### config.mk
export PLATFORM = sky130hd
export DESIGN_NAME = two_wire_master
export DESIGN_NICKNAME = d
export VERILOG_FILES = /design/src/rtl/two_wire_pkg.sv /design/src/rtl/two_wire_master.sv
export SDC_FILE = /design/constraint.sdc
export NUM_CORES = 1
export LEC_CHECK = 0
export BUFFER_PORTS_ARGS = -buffer_cell sky130_fd_sc_hd__buf_2
export CAP_MARGIN = 0
export CORE_ASPECT_RATIO = 1.75
export CORE_MARGIN = 10
export CORE_UTILIZATION = 24
export CTS_CLUSTER_DIAMETER = 150
export DETAILED_ROUTE_END_ITERATION = 8
export PLACE_DENSITY = 0.45
export SYNTH_ARGS = -nofsm -noshare
export SYNTH_HDL_FRONTEND = slang
export SYNTH_SLANG_ARGS = --single-unit
### constraint.sdc
create_clock -name clk_i -period 3.9 [get_ports clk_i]
set_input_delay 0.78 -clock clk_i [delete_from_list [all_inputs] [get_ports clk_i]]
set_output_delay 0.78 -clock clk_i [all_outputs]
set_load 0.02 [all_outputs]
### src/rtl/two_wire_pkg.sv
/*
 * Constants for the two-wire master transmitter: register map, control
 * field layout, status codes, states and bus timing.
 * Assumes a 20 MHz system clock and an open-drain two-wire bus.
 */
package two_wire_pkg;

	// ----------------------------------------------------------------
	// Register map
	// ----------------------------------------------------------------
	localparam logic [1:0] CTRL_ADDR = 2'h0;
	localparam logic [1:0] STAT_ADDR = 2'h1;
	localparam logic [1:0] DATA_ADDR = 2'h2;

	// ----------------------------------------------------------------
	// Control register fields
	// ----------------------------------------------------------------
	localparam int FLAG_BIT  = 7;
	localparam int ACKEN_BIT = 6;
	localparam int STA_BIT   = 5;
	localparam int STO_BIT   = 4;
	localparam int WCOL_BIT  = 3;
	localparam int EN_BIT    = 2;
	localparam int IE_BIT    = 0;

	// ----------------------------------------------------------------
	// Status codes, prescaler bits zero
	// ----------------------------------------------------------------
	localparam logic [7:0] ST_START   = 8'h08;
	localparam logic [7:0] ST_RSTART  = 8'h10;
	localparam logic [7:0] ST_AW_ACK  = 8'h18;
	localparam logic [7:0] ST_AW_NACK = 8'h20;
	localparam logic [7:0] ST_D_ACK   = 8'h28;
	localparam logic [7:0] ST_D_NACK  = 8'h30;
	localparam logic [7:0] ST_ARB     = 8'h38;
	localparam logic [7:0] ST_AR_ACK  = 8'h40;
	localparam logic [7:0] ST_AR_NACK = 8'h48;
	localparam logic [7:0] ST_IDLE    = 8'hF8;
	localparam logic [7:0] RESET_BYTE = 8'h00;
	localparam logic [3:0] LAST_BIT   = 4'h8;
	localparam logic [3:0] BIT_ZERO   = 4'h0;
	localparam logic [3:0] BIT_ONE    = 4'h1;

	// ----------------------------------------------------------------
	// Bus timing
	// ----------------------------------------------------------------
	localparam int CLK_PERIOD_NS = 50;
	localparam int SCL_PERIOD_NS = 400;
	localparam logic [7:0] HALF_CYC = 8'((SCL_PERIOD_NS / 2 + CLK_PERIOD_NS - 1) / CLK_PERIOD_NS);
	localparam logic [7:0] CNT_ONE  = 8'h01;

	// ----------------------------------------------------------------
	// Bus sequencer states
	// ----------------------------------------------------------------
	typedef enum logic [3:0] {
		P_IDLE   = 4'h0,
		P_WAIT   = 4'h1,
		P_START  = 4'h2,
		P_SCLLOW = 4'h3,
		P_HOLD   = 4'h4,
		P_BLOW   = 4'h5,
		P_BHIGH  = 4'h6,
		P_RS     = 4'h7,
		P_RSH    = 4'h8,
		P_STOP1  = 4'h9,
		P_STOP2  = 4'hA,
		P_STOP3  = 4'hB,
		P_LOST   = 4'hC
	} phase_t;

endpackage

### src/rtl/two_wire_master.sv
/*
 * Two-wire master transmitter with control, status and data registers
 * on a plain strobe port. Sends START, repeated START, STOP, address
 * and data bytes, and detects lost arbitration.
 * Assumes open-drain bus lines resolved outside and pulled up.
 */
// The register offsets and the plain strobed port were left to the implementer.
// Functional notes
// - Start request with flag, enable waits free bus
// - After START, set flag, status 08
// - Address direction selects transmit or receive mode
// - Address sent: status 18, 20 or 38
// - Status codes read with prescaler bits masked
// - Data write while flag low sets collision
// - Data states send loaded byte on clear
// - Data sent: status 28 or 30
// - Start request in sent states: repeated START
// - Stop request sends STOP, clears stop bit
// - Both requests: STOP then START, bit cleared
// - After repeated START report status 10
// - Read address from 10 enters receive mode
// - Arbitration lost: 38, then release bus
// - In 38 start request waits, starts again
// - 18 and 20 accept same four responses
// - Transfer suspended while flag stays set
`timescale 1ns/10ps
module two_wire_master
	import two_wire_pkg::*;
#(
	parameter logic [7:0] HALF_CYCLES = HALF_CYC
) (
	input  wire logic       clk_i,    // System clock
	input  wire logic       reset_i,  // Synchronous reset
	input  wire logic [1:0] addr_i,   // Register address
	input  wire logic [7:0] wdata_i,  // Write data
	input  wire logic       write_i,  // Write strobe
	input  wire logic       read_i,   // Read strobe
	output logic      [7:0] rdata_o,  // Read data
	input  wire logic       scl_i,    // Clock line level
	output logic            scl_o,    // Clock line drive value
	output logic            scl_oe_o, // Clock line pulled low
	input  wire logic       sda_i,    // Data line level
	output logic            sda_o,    // Data line drive value
	output logic            sda_oe_o, // Data line pulled low
	output logic            irq_o,    // Interrupt request
	output logic            rx_mode_o // Receive mode entered
);

	// ----------------------------------------------------------------
	// Declarations
	// ----------------------------------------------------------------
	phase_t     phase_ff;
	logic [7:0] cnt_ff;
	logic [7:0] tx_ff;
	logic [3:0] bitc_ff;
	logic [7:0] code_ff;
	logic       flag_ff;
	logic       is_addr_ff;
	logic       dir_ff;
	logic       rs_ff;
	logic       pend_ff;
	logic       rx_ff;
	logic       sto_clr_ff;
	logic       acken_ff;
	logic       sta_ff;
	logic       sto_ff;
	logic       wcol_ff;
	logic       en_ff;
	logic       ie_ff;
	logic [1:0] presc_ff;
	logic [7:0] data_ff;
	logic [7:0] rdata_ff;
	logic       irq_ff;
	logic       scl_oe_ff;
	logic       sda_oe_ff;
	logic       scl_m_ff;
	logic       scl_s_ff;
	logic       sda_m_ff;
	logic       sda_s_ff;
	logic       sda_d_ff;
	logic       busy_ff;
	logic       ctrl_wr;
	logic       data_wr;
	logic       go;
	logic       tick;
	logic       waiting;
	logic       byte_end;

	assign ctrl_wr  = write_i && (addr_i == CTRL_ADDR);
	assign data_wr  = write_i && (addr_i == DATA_ADDR);
	assign go       = ctrl_wr && wdata_i[FLAG_BIT] && wdata_i[EN_BIT];
	assign tick     = (cnt_ff == RESET_BYTE);
	assign byte_end = (phase_ff == P_BHIGH) && tick && (bitc_ff == LAST_BIT);
	assign waiting  = (phase_ff inside {P_IDLE, P_WAIT, P_HOLD, P_LOST}) ||
		((phase_ff inside {P_BHIGH, P_RSH}) && !scl_s_ff);

	function automatic logic [7:0] ack_status(input logic is_addr, input logic is_read, input logic nack);
		if (!is_addr)
			return nack ? ST_D_NACK : ST_D_ACK;
		else if (is_read)
			return nack ? ST_AR_NACK : ST_AR_ACK;
		else
			return nack ? ST_AW_NACK : ST_AW_ACK;
	endfunction

	// ----------------------------------------------------------------
	// Line synchronisers and bus-busy tracking
	// ----------------------------------------------------------------
	always_ff @(posedge clk_i) begin
		if (reset_i) begin
			scl_m_ff <= 1'b1;
			scl_s_ff <= 1'b1;
			sda_m_ff <= 1'b1;
			sda_s_ff <= 1'b1;
			sda_d_ff <= 1'b1;
		end else begin
			scl_m_ff <= scl_i;
			scl_s_ff <= scl_m_ff;
			sda_m_ff <= sda_i;
			sda_s_ff <= sda_m_ff;
			sda_d_ff <= sda_s_ff;
		end
	end

	always_ff @(posedge clk_i) begin
		if (reset_i)
			busy_ff <= 1'b0;
		else if (scl_s_ff && sda_d_ff && !sda_s_ff)
			busy_ff <= 1'b1;
		else if (scl_s_ff && !sda_d_ff && sda_s_ff)
			busy_ff <= 1'b0;
	end

	// ----------------------------------------------------------------
	// Half-period timer, held while waiting or stretched
	// ----------------------------------------------------------------
	always_ff @(posedge clk_i) begin
		if (reset_i || tick || waiting)
			cnt_ff <= HALF_CYCLES - CNT_ONE;
		else
			cnt_ff <= cnt_ff - CNT_ONE;
	end

	// ----------------------------------------------------------------
	// Bus sequencer, completion flag and status code
	// ----------------------------------------------------------------
	always_ff @(posedge clk_i) begin
		if (reset_i) begin
			phase_ff   <= P_IDLE;
			tx_ff      <= RESET_BYTE;
			bitc_ff    <= BIT_ZERO;
			code_ff    <= ST_IDLE;
			flag_ff    <= 1'b0;
			is_addr_ff <= 1'b0;
			dir_ff     <= 1'b0;
			rs_ff      <= 1'b0;
			pend_ff    <= 1'b0;
			rx_ff      <= 1'b0;
			sto_clr_ff <= 1'b0;
		end else begin
			sto_clr_ff <= 1'b0;
			if (go)
				flag_ff <= 1'b0;
			// Enabling write may carry the first start request
			if (!en_ff && !go) begin
				phase_ff <= P_IDLE;
				code_ff  <= ST_IDLE;
				rx_ff    <= 1'b0;
			end else begin
				unique case (phase_ff)
				P_IDLE: begin
					if (go && wdata_i[STA_BIT]) begin
						phase_ff <= P_WAIT;
						rs_ff    <= 1'b0;
					end
				end
				P_WAIT: begin
					if (!busy_ff)
						phase_ff <= P_START;
				end
				P_START: begin
					if (tick)
						phase_ff <= P_SCLLOW;
				end
				P_SCLLOW: begin
					if (tick) begin
						phase_ff <= P_HOLD;
						flag_ff  <= 1'b1;
						code_ff  <= rs_ff ? ST_RSTART : ST_START;
						rx_ff    <= 1'b0;
					end
				end
				P_HOLD: begin
					if (go) begin
						if (code_ff == ST_START || code_ff == ST_RSTART) begin
							tx_ff      <= data_ff;
							dir_ff     <= data_ff[0];
							is_addr_ff <= 1'b1;
							bitc_ff    <= BIT_ZERO;
							phase_ff   <= P_BLOW;
						end else if (wdata_i[STO_BIT]) begin
							phase_ff <= P_STOP1;
							pend_ff  <= wdata_i[STA_BIT];
						end else if (wdata_i[STA_BIT]) begin
							phase_ff <= P_RS;
						end else if (!rx_ff) begin
							tx_ff      <= data_ff;
							is_addr_ff <= 1'b0;
							bitc_ff    <= BIT_ZERO;
							phase_ff   <= P_BLOW;
						end
					end
				end
				P_BLOW: begin
					if (tick)
						phase_ff <= P_BHIGH;
				end
				P_BHIGH: begin
					if (tick) begin
						if (bitc_ff == LAST_BIT) begin
							phase_ff <= P_HOLD;
							flag_ff  <= 1'b1;
							code_ff  <= ack_status(is_addr_ff, dir_ff, sda_s_ff);
							rx_ff    <= is_addr_ff && dir_ff;
						end else if (tx_ff[7] && !sda_s_ff) begin
							phase_ff <= P_LOST;
							flag_ff  <= 1'b1;
							code_ff  <= ST_ARB;
						end else begin
							tx_ff    <= {tx_ff[6:0], 1'b1};
							bitc_ff  <= bitc_ff + BIT_ONE;
							phase_ff <= P_BLOW;
						end
					end
				end
				P_LOST: begin
					if (go) begin
						if (wdata_i[STA_BIT]) begin
							phase_ff <= P_WAIT;
							rs_ff    <= 1'b0;
						end else begin
							phase_ff <= P_IDLE;
							code_ff  <= ST_IDLE;
						end
					end
				end
				P_RS: begin
					if (tick)
						phase_ff <= P_RSH;
				end
				P_RSH: begin
					if (tick) begin
						phase_ff <= P_START;
						rs_ff    <= 1'b1;
					end
				end
				P_STOP1: begin
					if (tick)
						phase_ff <= P_STOP2;
				end
				P_STOP2: begin
					if (tick)
						phase_ff <= P_STOP3;
				end
				P_STOP3: begin
					if (tick) begin
						sto_clr_ff <= 1'b1;
						rs_ff      <= 1'b0;
						code_ff    <= ST_IDLE;
						phase_ff   <= pend_ff ? P_WAIT : P_IDLE;
					end
				end
				default: phase_ff <= P_IDLE;
				endcase
			end
		end
	end

	// ----------------------------------------------------------------
	// Control register
	// ----------------------------------------------------------------
	always_ff @(posedge clk_i) begin
		if (reset_i) begin
			acken_ff <= 1'b0;
			sta_ff   <= 1'b0;
			sto_ff   <= 1'b0;
			en_ff    <= 1'b0;
			ie_ff    <= 1'b0;
		end else begin
			if (sto_clr_ff)
				sto_ff <= 1'b0;
			if (ctrl_wr) begin
				acken_ff <= wdata_i[ACKEN_BIT];
				sta_ff   <= wdata_i[STA_BIT];
				sto_ff   <= wdata_i[STO_BIT];
				en_ff    <= wdata_i[EN_BIT];
				ie_ff    <= wdata_i[IE_BIT];
			end
		end
	end

	// ----------------------------------------------------------------
	// Data, collision and prescaler registers
	// ----------------------------------------------------------------
	always_ff @(posedge clk_i) begin
		if (reset_i) begin
			data_ff <= RESET_BYTE;
			wcol_ff <= 1'b0;
		end else if (data_wr) begin
			if (flag_ff) begin
				data_ff <= wdata_i;
				wcol_ff <= 1'b0;
			end else begin
				wcol_ff <= 1'b1;
			end
		end
	end

	always_ff @(posedge clk_i) begin
		if (reset_i)
			presc_ff <= 2'h0;
		else if (write_i && addr_i == STAT_ADDR)
			presc_ff <= wdata_i[1:0];
	end

	// ----------------------------------------------------------------
	// Read port
	// ----------------------------------------------------------------
	always_ff @(posedge clk_i) begin
		if (reset_i || !read_i)
			rdata_ff <= RESET_BYTE;
		else
			unique case (addr_i)
			CTRL_ADDR: rdata_ff <= {flag_ff, acken_ff, sta_ff, sto_ff, wcol_ff, en_ff, 1'b0, ie_ff};
			STAT_ADDR: rdata_ff <= {code_ff[7:3], 1'b0, presc_ff};
			DATA_ADDR: rdata_ff <= data_ff;
			default:   rdata_ff <= RESET_BYTE;
			endcase
	end

	// ----------------------------------------------------------------
	// Line drivers and interrupt
	// ----------------------------------------------------------------
	always_ff @(posedge clk_i) begin
		if (reset_i) begin
			scl_oe_ff <= 1'b0;
			sda_oe_ff <= 1'b0;
		end else begin
			scl_oe_ff <= en_ff && (phase_ff inside {P_SCLLOW, P_BLOW, P_HOLD, P_RS, P_STOP1});
			sda_oe_ff <= en_ff && ((phase_ff inside {P_START, P_SCLLOW, P_STOP1, P_STOP2}) ||
				((phase_ff inside {P_BLOW, P_BHIGH}) && !tx_ff[7]));
		end
	end

	always_ff @(posedge clk_i) begin
		if (reset_i)
			irq_ff <= 1'b0;
		else
			irq_ff <= flag_ff && ie_ff;
	end

	assign rdata_o   = rdata_ff;
	assign scl_o     = 1'b0;
	assign sda_o     = 1'b0;
	assign scl_oe_o  = scl_oe_ff;
	assign sda_oe_o  = sda_oe_ff;
	assign irq_o     = irq_ff;
	assign rx_mode_o = rx_ff;
endmodule

# Yosys cells after proc, flatten, opt, wreduce, memory -nomap -nowiden
# Index checks and enable logic that the tools add are counted.
[op_classes]
n_bitwise = 3
n_mux = 81
addsub = 2
n_eq_ne = 43
reduce_logical = 56
[op_table]
columns = ["operator", "n"]
rows = [
  ["two-way mux 8 bit", 15],
  ["two-way mux 4 bit", 28],
  ["one-hot mux 4 bit (13 select lines)", 1],
  ["!= test 2 bit (second input constant)", 16],
  ["one-hot mux 8 bit (4 select lines)", 1],
  ["two-way mux 1 bit", 25],
  ["== test 4 bit (second input constant)", 6],
  ["one-hot mux 8 bit (3 select lines)", 1],
  ["logical AND 1 bit", 18],
  ["== test 4 x 3 -> 1 bit (second input constant)", 4],
  ["one-hot mux 8 bit (2 select lines)", 1],
  ["nonzero test 4 bit", 4],
  ["two-way mux 7 bit", 2],
  ["AND reduction 14 bit", 1],
  ["AND reduction 7 bit", 2],
  ["nonzero test 2 bit", 6],
  ["two-way mux 5 bit", 2],
  ["!= test 2 x 1 -> 1 bit (second input constant)", 5],
  ["!= test 3 x 2 -> 1 bit (second input constant)", 3],
  ["AND reduction 9 bit", 1],
  ["== test 4 x 2 -> 1 bit (second input constant)", 2],
  ["== test 8 x 4 -> 1 bit (second input constant)", 1],
  ["== test 8 x 5 -> 1 bit (second input constant)", 1],
  ["logical NOT 8 bit", 1],
  ["other kinds (23)", 38],
]
[totals]
elab_cells = 215
reg_bits = 72
input_bits = 16

# Logic depth before layout (Yosys ltp)
[depth]
ltp_word = 10
ltp_mapped = 9
mapped_depth_nobuf = 7

# Least setup slack after synthesis
# Ideal clock, no wire load.
[synth_timing]
path_kind = "input port to flip-flop"
from = "input port addr_i[0]"
to = "register phase_ff[1]"
t_arrival_ns = 2.242
slack_ns = 1.585
n_path_buf = 1
t_required_ns = 3.827
cell_stages = 6
setup_ns = 0.073
cell_sequence = "or3b_1 -> buf_6 -> o211ai_2 -> o221ai_2 -> or4b_1 -> a21oi_1"
[synth_between]
elab_chain_cells = 7
word_cells_on_any_way = 12
cone_classes = "eq/ne (3); reduce/logical (9)"
[synth_rtl]
columns = ["item", "line", "text"]
rows = [
  ["from (decl)", "two_wire_master.sv:34", "input wire logic [1:0] addr_i,"],
  ["logical NOT 2 bit (*)", "two_wire_master.sv:89", "assign ctrl_wr = write_i && (addr_i == CTRL_ADDR);"],
  ["logical AND 1 bit (*)", "two_wire_master.sv:89", ""],
  ["logical AND 1 bit (*) (2 in a row)", "two_wire_master.sv:91", "assign go = ctrl_wr && wdata_i[FLAG_BIT] && wdata_i[EN_BIT];"],
  ["logical AND 1 bit or logical NOT 1 bit (tied branches)", "two_wire_master.sv:172, two_wire_master.sv:165", ""],
  ["!= test 2 x 1 -> 1 bit (no line) or logical AND 1 bit (tied branches)", "-", ""],
  ["AND reduction 14 bit (no line) or OR reduction 2 bit (tied branches)", "-", ""],
  ["to (signal assigned)", "two_wire_master.sv:270", "phase_ff <= pend_ff ? P_WAIT : P_IDLE;"],
  ["to (decl)", "two_wire_master.sv:52", "phase_t phase_ff;"],
]
# Every way passes the cells marked *; elsewhere a longest branch is shown, timed or not.
# A chain may end at the register's enable or synchronous reset.

# Final worst setup path
[layout_timing]
from = "register phase_ff[0]"
to = "register tx_ff[1]"
[layout_between]
elab_chain_cells = 3
word_cells_on_any_way = 12
cone_classes = "eq/ne (9); mux (1); reduce/logical (2)"
[layout_rtl]
columns = ["item", "line", "text"]
rows = [
  ["== test 4 x 3 -> 1 bit", "two_wire_master.sv:170", "unique case (phase_ff)"],
  ["!= test 3 x 2 -> 1 bit (no line), or another cell as far along", "-", ""],
  ["AND reduction 9 bit (no line)", "-", ""],
  ["to (signal assigned)", "two_wire_master.sv:196", "tx_ff <= data_ff;"],
  ["to (signal assigned)", "two_wire_master.sv:207", "tx_ff <= data_ff;"],
  ["to (signal assigned)", "two_wire_master.sv:230", "tx_ff <= {tx_ff[6:0], 1'b1};"],
  ["to (decl)", "two_wire_master.sv:54", "logic [7:0] tx_ff;"],
]
# Several ways; a longest one is shown, not always the timed one.

==> results_dict.tcl <==
set metrics [dict create \
    outcome "finished, final reports clean" \
    drtIter0Drc 164 \
    synth_ff_type "dfxtp_1" \
    maxCapViolCount 0 \
    vias 3076 \
    insertion_delay_ns 0.33 \
    final_area_um2 4070 \
    synth_compound_area_share_pct 20.7 \
    tritoncts.num_buffers 9 \
    yosys-top-cells-count "dfxtp_1 (69), a21oi_1 (48), nor2_1 (43)" \
    h-tree-depth 3 \
    port_buffers 27 \
    min_period_over_period_pct 70.3 \
    yosysTopAreaCell "dfxtp_1" \
    p_leak_nw 1.43 \
    period_needed_ns 2.74 \
    peakVddDrop_uv 186 \
    slowest_stage "and4bb_2" \
    yosysWarnings 0 \
    min_path_type "register to register" \
    cts_tree "yes" \
    synth-simple-area-share_pct 24.0 \
    post-dp-hpwl_mm 7.72 \
    async_reset_ff_share_pct 0 \
    synth_mux_area_share_pct 6.66 \
    grt_pass1_vias 3080 \
    overflow 0 \
    netlist_instances 415 \
    io_pins 30 \
    cp_top_family "compound AO/OA/AOI/OAI gates" \
    powerDensity_nw_per_um2 405 \
    syn_area_um2 3470 \
    skew_ns 0.00770 \
    syn_area_per_cell_um2 8.37 \
    crit_start "phase_ff[0]$_SDFFE_PP0P_" \
    diodes 0 \
    fp-row-count 58 \
    antenna_found_initial 0 \
    maxSlewHeadroom_pct 33.5 \
    drc 0 \
    synth_top_family_by_area "simple AND/OR/NAND/NOR gates" \
    finalSetupTns_ns 0 \
    synth_top_area_share_pct 39.8 \
    path_class "register to register" \
    critPathRequiredTime_ns 4.14 \
    r2r_start "phase_ff[0]$_SDFFE_PP0P_" \
    timing.hold.ws_ns 0.404 \
    critPathBufInv 0 \
    cts.sinks 69 \
    grt_max_degree 42 \
    ant_nets 0 \
    setup_viol 0 \
    drv_slew 0 \
    routabilityCongestion 0.930 \
    grt_pass1_wl_mm 16.2 \
    slowest_delay_ns 0.78 \
    nNetsFinal 455 \
    core_um2 14300 \
    ys_ff_latch 69 \
    start_util_pct 24.3 \
    fmax_mhz 365 \
    grt_use_total_pct 10.3 \
    ys_top_cells_by_area "dfxtp_1 (40%), a21oi_1 (6.9%), mux2i_1 (6.3%), nor2_1 (4.6%), nand2_1 (4.5%)" \
    die_y_um 179 \
    synth_most_common_cell "dfxtp_1" \
    rsz0062_at_grt "no" \
    area_growth_pct 17.1 \
    worst_pin_slew_ns 0.984 \
    vias_per_cell 4.99 \
    cts_hold_buffers 0 \
    cts-resized-gates 0 \
    worstSetupEndpointType "register" \
    drive_gt1_share_pct 15.3 \
    cp_max_fo 19 \
    worstPathCellList "and4bb_2 > nand3b_2 > a221oi_4 > a21oi_1 > a311oi_1" \
    dr.pass1.iters 5 \
    die_x_um 111 \
    die_area_um2 19900 \
    synthXorXnorAreaFrac_pct 1.51 \
    hold_start "scl_m_ff$_SDFF_PP1_" \
    cp.arrival_ns 2.98 \
    wl_per_cell_um 16.6 \
    synth_fa_ha_area_share_pct 2.16 \
    drt-total-wl_mm 10.2 \
    yosys.cell_types.count 69 \
    cp-start-kind "register" \
    place_area_um2 3750 \
    ys_seq_area_share_pct 39.8 \
    clk_pin_slew_worst_paths_ns 0.05 \
    synth_edf_count 0 \
    root_buffer "clkbuf_16" \
    clock_path_buffers 2 \
    finalHoldViolations 0 \
    postCtsSetupRepairBufs 0 \
]
-- routing by layer --
layer	up-vias	track usage, %	share of wire [%]
met5	-	0	0
met4	0	8.22	5.9
met3	29	2.18	3.4
met2	72	18.6	54
met1	1445	9.89	37
li1	1530	-	-
-- layout by cell type, fill, tap and decap left out, drive strengths merged, types with 4 or more instances in the layout --
master  Yosys  final
a21oi      48     48
a311oi      7      7
and2        4      4
and3        6      6
buf        13     34
clkbuf     15     11
dfxtp      69     69
ha          6      6
inv        10     10
mux2i      22     22
nand2      42     42
nand2b      4      4
nand3      11     11
nor2       43     43
nor2b       7      7
nor3        8      8
nor3b       4      4
nor4        5      5
o211ai      6      6
o21ai      22     22
or2         7      7
xnor2       4      4
-- registers in the layout (all words and copies together), names as in the netlist, 2 cells and up --
signal,flops
cnt_ff,8
data_ff,8
rdata_o,8
tx_ff,8
code_ff,5
bitc_ff,4
phase_ff,4
presc_ff,2
-- cells by family after synthesis --
logic type / Yosys count
AOI/OAI and AO/OA: 111
xor gates and xnor gates: 6
adders and majority gates: 6
buffers and inverters: 38
DFF: 69
muxes: 23
other: 1
and+or+nand+nor: 161
-- worst paths after layout --
check        slack, ns                     to  cells past startpoint
min               0.40    scl_s_ff$_SDFF_PP1_                      1
min reg2reg       0.40    scl_s_ff$_SDFF_PP1_                      1
max reg2reg       1.16  tx_ff[1]$_SDFFE_PP0P_                      5
max               1.16  tx_ff[1]$_SDFFE_PP0P_                      5
-- power by group --
| part | internal, mW | total, mW | switching [mW] |
|---|---|---|---|
| sequential | 0.712 | 0.717 | 0.00426 |
| combinational | 0.0213 | 0.0630 | 0.0417 |
| clock | 0.572 | 0.868 | 0.296 |
-- metrics by stage --
step           utilization [%]  cells  power (mW)  worst slack [ns]
4_1_cts                   28.5    617        1.68              1.20
3_5_place_dp              26.2    602       0.795              1.20
2_1_floorplan                -    416       0.772              1.59
5_1_grt                   28.5    617        1.71              1.00
3_3_place_gp              26.2    602       0.795              1.24
6_report                  28.5    617        1.65              1.16
-- layout make-up --
type | instances | area [um^2]
clock buffer | 11 | 243
tap | 180 | 225
sequential | 69 | 1380
fill | 1549 | 10200
multi-input combinational | 309 | 1920
timing repair buffer | 34 | 188
inverter | 10 | 37.5
clock inverter | 4 | 72.6
(Power assumes the default switching activity.)
